### src/amx_defs.svh
// register offsets, reset values, field positions and frame counts
`ifndef AMX_DEFS_SVH
`define AMX_DEFS_SVH

`define AMX_ADR_INMUX    7'h06
`define AMX_ADR_WBD      7'h07
`define AMX_ADR_DIR      7'h08
`define AMX_ADR_SCS      7'h09
`define AMX_ADR_AMASK    7'h0A
`define AMX_ADR_DMASK    7'h0B

`define AMX_RST_INMUX    7'h60
`define AMX_RST_WBD      8'h02
`define AMX_RST_DIR      7'h00
`define AMX_RST_SCS      7'h00
`define AMX_RST_AMASK    8'h00
`define AMX_RST_DMASK    7'h20

`define AMX_WM_WBD       8'h8F
`define AMX_WM_AMASK     8'hDF
`define AMX_AN_FLAGS     8'hD7
`define AMX_DG_FLAGS     7'h7B

`define AMX_IM_A1        6
`define AMX_IM_A2        5
`define AMX_IM_B1        4
`define AMX_IM_B2        3
`define AMX_IM_C1        2
`define AMX_IM_C2        1
`define AMX_IM_D12       0
`define AMX_WB_HOLD      7
`define AMX_WB_F1        3
`define AMX_WB_F2        2
`define AMX_AM_PROTOFF   3
`define AMX_DM_CRCOFF    5
`define AMX_DM_CLKFRZ    2

`define AMX_CMD_LAST     5'h07
`define AMX_DATA_LAST    5'h0F
`define AMX_CRC_LAST     5'h17
`define AMX_LEN_RAW      5'h10
`define AMX_LEN_CRC      5'h18
`define AMX_CRC_POLY     8'h07
`define AMX_SLOT_DEV     3'h7

`endif

### src/amx_pkg.sv
// types shared by the amplifier control register block
package amx_pkg;

	typedef enum logic [1:0] {
		AMX_LK_IDLE = 2'b00,
		AMX_LK_DEV  = 2'b01,
		AMX_LK_PASS = 2'b10
	} amx_link_t;

	typedef struct packed {
		logic chan1_switch_pos;
		logic chan1_switch_neg;
		logic chan2_switch_pos;
		logic chan2_switch_neg;
		logic testmux_switch_pos;
		logic testmux_switch_neg;
		logic input_short_switch;
	} amx_sw_t;

	typedef struct packed {
		logic       gain_override;
		logic       fault_current_switch_pos;
		logic       fault_current_switch_neg;
		logic [1:0] detect_current_sel;
	} amx_wb_t;

	typedef struct packed {
		logic checksum_bad;
		logic address_bad;
		logic edge_count_bad;
	} amx_err_t;

endpackage

### src/amx_regs.sv
// serial register port with switch, wire-break, select routing and mask registers
//
// What this block does
// - each channel switch bit closes its switch when one, opens when zero
// - both channel pairs never closed together unless exclusion is turned off
// - test mux switch bits tie an amplifier input to the test mux output
// - input short bit ties both amplifier inputs together
// - gain hold bit keeps programmed gain while fault currents are on
// - each fault switch bit independently routes its detect current
// - fault switch on and hold clear forces default gain; readback unchanged
// - two-bit current code sets both detect sources, reset code 10
// - seven direction bits make pins outputs when one, inputs after reset
// - pin is a slave select only when its select and direction bits are one
// - host select pulses walk enabled pins then the device, round robin
// - analog mask bits disable matching analog flags, reset to zero
// - digital mask bits disable matching digital flags
// - checksum off bit resets to one; when clear writes and reads carry a checksum
// - counter freeze bit stops the master clock counter
// - fault summary is the OR of all unmasked flags
`timescale 1ns/100ps
`include "amx_defs.svh"

module amx_regs #(
	parameter int CNT_W = 16
) (
	input  wire logic               clock,
	input  wire logic               nrst,
	input  wire logic               cs_n_pin,
	input  wire logic               sclk_pin,
	input  wire logic               mosi_pin,
	output logic                    miso_o,
	output logic                    miso_oe,
	input  wire logic [6:0]         gpio_drive_val,
	output logic      [6:0]         gpio_o,
	output logic      [6:0]         gpio_oe,
	output amx_pkg::amx_sw_t        sw_o,
	output amx_pkg::amx_wb_t        wb_o,
	input  wire logic [7:0]         analog_flags,
	input  wire logic [6:0]         digital_flags,
	output logic      [7:0]         analog_mask_o,
	output logic      [6:0]         digital_mask_o,
	output logic                    fault_summary,
	output logic      [CNT_W-1:0]   master_clk_counter,
	output amx_pkg::amx_err_t       err_o
);
	import amx_pkg::*;

	// elaboration check on counter width
	generate
		if (CNT_W < 1)
		begin : g_bad
			$error("CNT_W must be at least one");
		end
	endgenerate

	// checksum over command and data byte, msb first
	function automatic logic [7:0] crc8(input logic [15:0] d);
		logic [7:0] c;
		c = 8'h00;
		for (int i = 15; i >= 0; i--)
		begin
			c = {c[6:0], 1'b0} ^ ((c[7] ^ d[i]) ? `AMX_CRC_POLY : 8'h00);
		end
		return c;
	endfunction

	// next select slot: next enabled pin above cur (lowest enabled pin when cur is the device), else the device
	function automatic logic [2:0] next_slot(input logic [2:0] cur, input logic [6:0] en);
		logic [2:0] n;
		logic       hit;
		n = `AMX_SLOT_DEV;
		hit = 1'b0;
		for (int i = 0; i < 7; i++)
		begin
			if (!hit && en[i] && (cur == `AMX_SLOT_DEV || i > int'(cur)))
			begin
				n = 3'(i);
				hit = 1'b1;
			end
		end
		return n;
	endfunction

	logic            cs_s1_r, cs_s2_r, cs_d_r;
	logic            sclk_s1_r, sclk_s2_r, sclk_d_r;
	logic            mosi_s1_r, mosi_s2_r;
	amx_link_t       link_r, link_nxt;
	logic [2:0]      slot_r;
	logic [4:0]      cnt_r;
	logic [23:0]     sr_r;
	logic [15:0]     tx_r;
	logic [6:0]      adr_r;
	logic            rd_r;
	logic            adr_ok_r;
	logic            crc_frm_r;
	logic            miso_r, miso_oe_r;
	logic [6:0]      inmux_r;
	logic [7:0]      wbd_r;
	logic [6:0]      dir_r;
	logic [6:0]      scs_r;
	logic [7:0]      amask_r;
	logic [6:0]      dmask_r;
	amx_sw_t         sw_r, sw_nxt;
	amx_wb_t         wb_r, wb_nxt;
	amx_err_t        err_r, err_nxt;
	logic [6:0]      gpio_r, gpio_nxt;
	logic [6:0]      gpio_oe_r;
	logic            fault_r;
	logic [CNT_W-1:0] mclk_r;

	// pin synchronisers, second stage is the first one read
	always_ff @(posedge clock or negedge nrst)
	begin
		if (!nrst)
		begin
			cs_s1_r   <= 1'b1;
			cs_s2_r   <= 1'b1;
			cs_d_r    <= 1'b1;
			sclk_s1_r <= 1'b0;
			sclk_s2_r <= 1'b0;
			sclk_d_r  <= 1'b0;
			mosi_s1_r <= 1'b0;
			mosi_s2_r <= 1'b0;
		end
		else
		begin
			cs_s1_r   <= cs_n_pin;
			cs_s2_r   <= cs_s1_r;
			cs_d_r    <= cs_s2_r;
			sclk_s1_r <= sclk_pin;
			sclk_s2_r <= sclk_s1_r;
			sclk_d_r  <= sclk_s2_r;
			mosi_s1_r <= mosi_pin;
			mosi_s2_r <= mosi_s1_r;
		end
	end

	// edge detection and frame decode
	wire        cs_fall   = cs_d_r & ~cs_s2_r;
	wire        cs_rise   = ~cs_d_r & cs_s2_r;
	wire        sclk_rise = sclk_s2_r & ~sclk_d_r;
	wire        sclk_fall = ~sclk_s2_r & sclk_d_r;
	wire        dev_rise  = (link_r == AMX_LK_DEV) & sclk_rise;
	wire        dev_fall  = (link_r == AMX_LK_DEV) & sclk_fall;
	wire [23:0] sr_in     = {sr_r[22:0], mosi_s2_r};
	wire        crc_on    = crc_frm_r; // mode held for the whole frame
	wire [4:0]  frame_len = crc_on ? `AMX_LEN_CRC : `AMX_LEN_RAW;
	wire        cmd_done  = dev_rise & (cnt_r == `AMX_CMD_LAST);
	wire        wr_raw    = dev_rise & ~rd_r & ~crc_on & (cnt_r == `AMX_DATA_LAST);
	wire        crc_end   = dev_rise & ~rd_r & crc_on & (cnt_r == `AMX_CRC_LAST);
	wire        crc_match = (sr_in[7:0] == crc8(sr_in[23:8]));
	wire        wr_go     = (wr_raw | (crc_end & crc_match)) & adr_ok_r;
	wire [7:0]  wdat      = crc_on ? sr_in[15:8] : sr_in[7:0];
	wire [6:0]  cmd_adr   = sr_in[6:0];
	wire [6:0]  scs_en    = scs_r & dir_r;

	// register read mux, unmapped reads as zero
	wire cmd_ok = (cmd_adr >= `AMX_ADR_INMUX) && (cmd_adr <= `AMX_ADR_DMASK);
	wire [7:0] rdat =
		(cmd_adr == `AMX_ADR_INMUX) ? {1'b0, inmux_r} :
		(cmd_adr == `AMX_ADR_WBD)   ? wbd_r :
		(cmd_adr == `AMX_ADR_DIR)   ? {1'b0, dir_r} :
		(cmd_adr == `AMX_ADR_SCS)   ? {1'b0, scs_r} :
		(cmd_adr == `AMX_ADR_AMASK) ? amask_r :
		(cmd_adr == `AMX_ADR_DMASK) ? {1'b0, dmask_r} : 8'h00;
	wire [7:0] rcrc = crc8({sr_in[7:0], rdat});

	// write strobes per register
	wire we_inmux = wr_go & (adr_r == `AMX_ADR_INMUX);
	wire we_wbd   = wr_go & (adr_r == `AMX_ADR_WBD);
	wire we_dir   = wr_go & (adr_r == `AMX_ADR_DIR);
	wire we_scs   = wr_go & (adr_r == `AMX_ADR_SCS);
	wire we_amask = wr_go & (adr_r == `AMX_ADR_AMASK);
	wire we_dmask = wr_go & (adr_r == `AMX_ADR_DMASK);

	// link phase: device frame or pass-through to a select pin
	always_comb
	begin
		link_nxt = link_r;
		unique case (link_r)
			AMX_LK_IDLE:
				if (cs_fall)
					link_nxt = (slot_r == `AMX_SLOT_DEV) ? AMX_LK_DEV : AMX_LK_PASS;
			AMX_LK_DEV,
			AMX_LK_PASS:
				if (cs_rise)
					link_nxt = AMX_LK_IDLE;
			default:
				link_nxt = AMX_LK_IDLE;
		endcase
	end

	// link state and select slot
	always_ff @(posedge clock or negedge nrst)
	begin
		if (!nrst)
		begin
			link_r <= AMX_LK_IDLE;
			slot_r <= `AMX_SLOT_DEV;
		end
		else
		begin
			link_r <= link_nxt;
			if (cs_rise && link_r != AMX_LK_IDLE)
				slot_r <= next_slot(slot_r, scs_en);
		end
	end

	// bit counter and receive shifter
	always_ff @(posedge clock or negedge nrst)
	begin
		if (!nrst)
		begin
			cnt_r <= 5'h00;
			sr_r  <= 24'h000000;
		end
		else if (cs_fall)
			cnt_r <= 5'h00;
		else if (dev_rise)
		begin
			sr_r <= sr_in;
			if (cnt_r != 5'h1F)
				cnt_r <= cnt_r + 5'h01;
		end
	end

	// command capture and read response load
	always_ff @(posedge clock or negedge nrst)
	begin
		if (!nrst)
		begin
			adr_r    <= 7'h00;
			rd_r     <= 1'b0;
			adr_ok_r <= 1'b0;
			crc_frm_r <= 1'b0;
			tx_r     <= 16'h0000;
		end
		else if (cs_fall)
		begin
			rd_r      <= 1'b0;
			crc_frm_r <= ~dmask_r[`AMX_DM_CRCOFF];
		end
		else if (cmd_done)
		begin
			adr_r    <= cmd_adr;
			rd_r     <= sr_in[7];
			adr_ok_r <= cmd_ok;
			tx_r     <= {rdat, rcrc};
		end
		else if (dev_fall && rd_r && cnt_r >= 5'h08 && cnt_r < frame_len)
			tx_r <= {tx_r[14:0], 1'b0};
	end

	// read data out on falling clock, checksum byte only when enabled
	always_ff @(posedge clock or negedge nrst)
	begin
		if (!nrst)
		begin
			miso_r    <= 1'b0;
			miso_oe_r <= 1'b0;
		end
		else
		begin
			if (cs_rise)
				miso_oe_r <= 1'b0;
			else if (cmd_done)
				miso_oe_r <= sr_in[7];
			if (dev_fall && rd_r && cnt_r >= 5'h08 && cnt_r < frame_len)
				miso_r <= tx_r[15];
		end
	end

	// port error pulses
	always_comb
	begin
		err_nxt = '0;
		err_nxt.checksum_bad   = crc_end & ~crc_match;
		err_nxt.address_bad    = cmd_done & ~cmd_ok;
		err_nxt.edge_count_bad = cs_rise & (link_r == AMX_LK_DEV) & (cnt_r != frame_len);
	end

	// register file
	always_ff @(posedge clock or negedge nrst)
	begin
		if (!nrst)
		begin
			inmux_r <= `AMX_RST_INMUX;
			wbd_r   <= `AMX_RST_WBD;
			dir_r   <= `AMX_RST_DIR;
			scs_r   <= `AMX_RST_SCS;
			amask_r <= `AMX_RST_AMASK;
			dmask_r <= `AMX_RST_DMASK;
		end
		else
		begin
			if (we_inmux)
				inmux_r <= wdat[6:0];
			if (we_wbd)
				wbd_r <= wdat & `AMX_WM_WBD;
			if (we_dir)
				dir_r <= wdat[6:0];
			if (we_scs)
				scs_r <= wdat[6:0];
			if (we_amask)
				amask_r <= wdat & `AMX_WM_AMASK;
			if (we_dmask)
				dmask_r <= wdat[6:0];
		end
	end

	// switch matrix with channel exclusion
	wire req_a  = inmux_r[`AMX_IM_A1] | inmux_r[`AMX_IM_A2];
	wire req_b  = inmux_r[`AMX_IM_B1] | inmux_r[`AMX_IM_B2];
	wire on_a   = sw_r.chan1_switch_pos | sw_r.chan1_switch_neg;
	wire on_b   = sw_r.chan2_switch_pos | sw_r.chan2_switch_neg;
	wire clash  = req_a & req_b & ~amask_r[`AMX_AM_PROTOFF];
	wire keep_a = ~clash | ~(on_b & ~on_a);
	wire keep_b = ~clash | (on_b & ~on_a);
	assign sw_nxt = '{
		chan1_switch_pos:   inmux_r[`AMX_IM_A1] & keep_a,
		chan1_switch_neg:   inmux_r[`AMX_IM_A2] & keep_a,
		chan2_switch_pos:   inmux_r[`AMX_IM_B1] & keep_b,
		chan2_switch_neg:   inmux_r[`AMX_IM_B2] & keep_b,
		testmux_switch_pos: inmux_r[`AMX_IM_C1],
		testmux_switch_neg: inmux_r[`AMX_IM_C2],
		input_short_switch: inmux_r[`AMX_IM_D12]
	};

	// wire-break test controls and gain override
	wire fault_any = wbd_r[`AMX_WB_F1] | wbd_r[`AMX_WB_F2];
	assign wb_nxt = '{
		gain_override:            fault_any & ~wbd_r[`AMX_WB_HOLD],
		fault_current_switch_pos: wbd_r[`AMX_WB_F1],
		fault_current_switch_neg: wbd_r[`AMX_WB_F2],
		detect_current_sel:       wbd_r[1:0]
	};

	// pin values: enabled select pins idle high, low while addressed
	genvar gi;
	generate
		for (gi = 0; gi < 7; gi++)
		begin : g_pin
			wire hit = (link_r == AMX_LK_PASS) & (slot_r == 3'(gi));
			assign gpio_nxt[gi] = scs_en[gi] ? ~hit : gpio_drive_val[gi];
		end
	endgenerate

	// fault summary over unmasked flags
	wire [7:0] an_live = analog_flags & ~amask_r & `AMX_AN_FLAGS;
	wire [6:0] dg_live = digital_flags & ~dmask_r & `AMX_DG_FLAGS;
	wire       fault_nxt = (|an_live) | (|dg_live);

	// registered outputs
	always_ff @(posedge clock or negedge nrst)
	begin
		if (!nrst)
		begin
			sw_r      <= '0;
			wb_r      <= '0;
			err_r     <= '0;
			gpio_r    <= 7'h00;
			gpio_oe_r <= 7'h00;
			fault_r   <= 1'b0;
		end
		else
		begin
			sw_r      <= sw_nxt;
			wb_r      <= wb_nxt;
			err_r     <= err_nxt;
			gpio_r    <= gpio_nxt;
			gpio_oe_r <= dir_r;
			fault_r   <= fault_nxt;
		end
	end

	// master clock counter with freeze
	always_ff @(posedge clock or negedge nrst)
	begin
		if (!nrst)
			mclk_r <= '0;
		else if (!dmask_r[`AMX_DM_CLKFRZ])
			mclk_r <= mclk_r + 1'b1;
	end

	assign miso_o             = miso_r;
	assign miso_oe            = miso_oe_r;
	assign gpio_o             = gpio_r;
	assign gpio_oe            = gpio_oe_r;
	assign sw_o               = sw_r;
	assign wb_o               = wb_r;
	assign err_o              = err_r;
	assign fault_summary      = fault_r;
	assign analog_mask_o      = amask_r;
	assign digital_mask_o     = dmask_r;
	assign master_clk_counter = mclk_r;

endmodule

### config.mk
export PLATFORM = sky130hd
export DESIGN_NAME = amx_regs
export DESIGN_NICKNAME = d
export VERILOG_FILES = /design/src/amx_pkg.sv /design/src/amx_regs.sv
export VERILOG_INCLUDE_DIRS = /design/src
export SDC_FILE = /design/constraint.sdc
export NUM_CORES = 1
export LEC_CHECK = 0
export CAP_MARGIN = 20
export CORE_ASPECT_RATIO = 2
export CORE_MARGIN = 8
export CORE_UTILIZATION = 35
export DETAILED_ROUTE_END_ITERATION = 7
export DONT_BUFFER_PORTS = 1
export PLACE_DENSITY = 0.62
export SLEW_MARGIN = 20
export SYNTH_ARGS = -nofsm -noshare
export SYNTH_HDL_FRONTEND = slang
export SYNTH_SLANG_ARGS = --single-unit
### constraint.sdc
create_clock -name clock -period 2.9 [get_ports clock]
set_input_delay 0.29 -clock clock [delete_from_list [all_inputs] [get_ports clock]]
set_output_delay 0.29 -clock clock [all_outputs]
set_load 0.05 [all_outputs]
==> summary.txt <==
Setup path
  • R2R Setup Slk: 40 ps
  • Crit Path Class: register to register
  • Critical Path AT: 3180 ps
  • Critical path fanouts, max: 7
  • Crit-path max cell delay: 440 ps
  • Critical path cell sequence: xnor3_1 -> buf_6 -> xor2_4 -> xnor3_1 -> and3_1 -> o22a_1 -> a32o_2 -> nand3b_1 -> buf_6 -> mux2_4
  • Critical Path Source Type: register
  • Setup crit end kind: register
  • Critical Path RT: 3230 ps
  • CP max stage cell: dfrtp_2

Timing
  • Finish-stage setup viols: 0
  • RSZ-0062 raised after global routing: true
  • Fin. max-slew vios: 0
  • Final Critical Period: 2860 ps
  • Worst hold slack: -455 ps
  • Rel. slew slack: 0.396
  • Worst-margin pin slew: 897 ps
  • Fin. Hold Viols: 155
  • Fin crit share: 0.985
  • Final setup skew: 8.34 ps
  • Max Freq: 350 MHz

Placement
  • GP Congestion: 0.890
  • Post-Place Cells: 1022
  • Port Buffers: 0
  • DP HPWL: 15.8 mm

Cells and area
  • Area growth, synth to finish: 23.1%
  • Max FFs per register: 23
  • Multi-input logic area: 0.00385 mm²
  • N_diodes: 0
  • Share of cells above drive strength 1: 0.279
  • Layout Cells excl Fill: 1060
  • Biggest register: sr_r
  • Fillers: 2083
  • Final #Nets: 814
  • Register Area: 0.00389 mm²

Synth
  • Post-Synth XOR/XNOR Area: 0.0997
  • Most common cell in the synthesized netlist: dfrtp_1
  • Synthesized area: 0.00775 mm²
  • Synth area leaders: dfrtp_1, mux2_2, xnor2_1
  • Adder-cell share of the synthesized area: 0.0258
  • Mux share of post-synthesis cell area: 0.119
  • Post-synthesis register bit count: 155
  • Post-synthesis sequential area ratio: 0.502
  • Simple-Gate Fraction of Synth Area: 0.121
  • Cell taking the most area after synthesis: dfrtp_1
  • Ys Warns: 0
  • Synth cell types: 63
  • Mean Syn Cell Area: 11.2 µm²
  • Ys async rst share: 1.00
  • Largest family of logic cells by synthesized area: simple AND/OR/NAND/NOR gates
  • Top cell type's share of synthesized area: 0.468
  • Post-synth EDFFs: 0
  • Syn_nets: 735
  • Synth cell count leaders: dfrtp_1, nand2_1, mux2_2
  • Compound-gate portion of the synthesized area: 0.101
  • Top_reg_cell synth: dfrtp_1
  • Post-Syn Instances: 692

Pwr
  • Power per cell area: 608 mW/mm²
  • Sw Share: 0.275
  • Clock power frac: 0.414
  • Comb pwr share: 0.180
  • Peak VDD IR: 0.456 mV
  • Cell internal pwr: 4.20 mW
  • Switching power total: 1.60 mW
  • Final Power: 5.80 mW
  • Leakage: 4.44 nW
  • Sequential Power Share: 0.405

Floorplan
  • Core area: 0.0220 mm²
  • Die Ht: 227 µm
  • Die area: 0.0275 mm²
  • Standard-cell rows: 77
  • # IOs: 90
  • Die width: 121 µm
  • Initial Util: 0.353

Global routing
  • Tot GR Track Use: 0.158
  • Vias in the first global route: 5914
  • Grt ovf: 0
  • Global-route wire length before repair: 32.5 mm
  • Antenna violations before repair: 0
  • Largest net degree at the start of global routing: 156

Clock network
  • CTS Buffer Depth: 2
  • H-tree lvl count: 4
  • CTS Hold Buffers Added: 5
  • CTS tree: built
  • Clk sinks: 155
  • Clk Latency, worst-skew pair: 440 ps
  • Clk slew on worst S/H paths: 60 ps
  • Clock buffer count from CTS: 17
  • Clock root buffer: clkbuf_16

Detailed routing
  • Iter 0 DRT Violations: 282
  • Vias per inst: 5.28
  • Final wirelength: 20.9 mm
  • First drt pass iteration count: 4
  • Avg WL per Cell: 19.8 µm
  • Remaining antenna violation count after routing: 0
  • Detailed-route via count: 5600
  • Residual DRC: 0

Flow run
  • Max-cap violations: 0

Worst hold path
  • Worst min-delay path class: primary input to async pin

Status
  • Status: finished, violations left
  • Violated checks: negative hold slack
==> power by group through the flow <==
stage	Sequential [mW]	Clock [mW]	Combinational, mW
5_1_grt	2.36	2.53	1.15
3_5_place_dp	2.39	0	0.990
6_report	2.35	2.40	1.05
4_1_cts	2.35	2.44	1.01
2_1_floorplan	2.33	0	0.741
3_3_place_gp	2.39	0	0.971
==> kinds of logic (layout without fill, tap and decap cells) <==
kind of cell	after synthesis	in the layout
flops	155	155
compound gates	124	124
simple gates	184	184
xor+xnor	74	74
fa+ha+maj	16	16
mux	81	81
other cells	1	1
buf+inv	57	149
==> placed cells by master, fill, tap and decap left out, drive strengths merged, types with 3 or more instances in the layout <==
cell type,n
nor3b,5
dlygate4sd3,5
bufinv,4
and4,3
xnor3,8
a211oi,3
nand4,5
nand3,19
dfstp,10
a221oi,6
a21oi,27
o21ai,45
xnor2,50
nand3b,4
clkbuf,19
nor2,34
or3,6
nor2b,8
inv,32
dfrtp,145
nand4b,5
nand2b,5
clkinvlp,5
ha,16
xor2,16
a22o,6
and3,9
buf,83
and2,6
nor3,8
o22ai,3
mux2i,11
a31oi,11
nand2,60
mux2,70
a2bb2oi,4
==> area by class of cell <==
type | count | share of cell area
Inverter | 29 | 0.0114
Timing Repair Buffer | 88 | 0.0742
Clock inverter | 13 | 0.0198
Sequential cell | 155 | 0.408
Clock buffer | 19 | 0.0464
Multi-Input combinational cell | 480 | 0.404
Tap cell | 276 | 0.0362
==> stage by stage <==
stage / TNS, ps / hold slack, ps / setup WS (ps) / util / instance area [µm²]
6_report: 0 / -455 / 44.6 / 0.434 / 9540
3_3_place_gp: -649 / 0.205 / -52.0 / 0.393 / 8630
3_5_place_dp: -782 / 1.19 / -69.4 / 0.393 / 8630
5_1_grt: -1700 / -478 / -70.3 / 0.434 / 9540
2_1_floorplan: 0 / -5.59 / 16.0 / - / 7770
4_1_cts: 0 / -478 / 4.90 / 0.425 / 9330
==> per-layer routing <==
metal	vias up	global-route usage	wire length, µm	part of all wire
met4	0	0.121	1360	0.065
met5	-	0	0	0
met2	159	0.307	12000	0.57
met1	2773	0.133	6680	0.32
met3	68	0.0357	944	0.045
li1	2600	-	-	-
==> worst max-delay path, delay by kind of cell (launching register included) <==
| kind | cells | cell delay (ps) |
|---|---|---|
| xor+xnor | 3 | 850 |
| compound gates | 2 | 570 |
| flops | 1 | 440 |
| mux | 1 | 310 |
| buf+inv | 2 | 290 |
| simple gates | 2 | 280 |
==> final timing paths <==
kind / depth (start not counted) / from / end
worst max-delay path: 10 / sr_r[20]$_DFFE_PN0P_ / scs_r[5]$_DFFE_PN0P_
worst min-delay path: 0 / nrst / sclk_s2_r$_DFF_PN0_
worst max register to register: 10 / sr_r[20]$_DFFE_PN0P_ / scs_r[5]$_DFFE_PN0P_
worst min register to register: 0 / mosi_s1_r$_DFF_PN0_ / mosi_s2_r$_DFF_PN0_
max in group asynchronous: 0 / nrst / wbd_r[1]$_DFFE_PN1P_
min in group clock: 2 / digital_flags[0] / fault_summary$_DFF_PN0_
==> timing repair <==
item	CTS	global route
pin swaps	1	10
hold endpoints to repair	160	155
resized for setup	3	49
buffers inserted	1	1
endpoints found under the setup margin	22	45
Note: power is estimated with default switching activity, not from simulation.
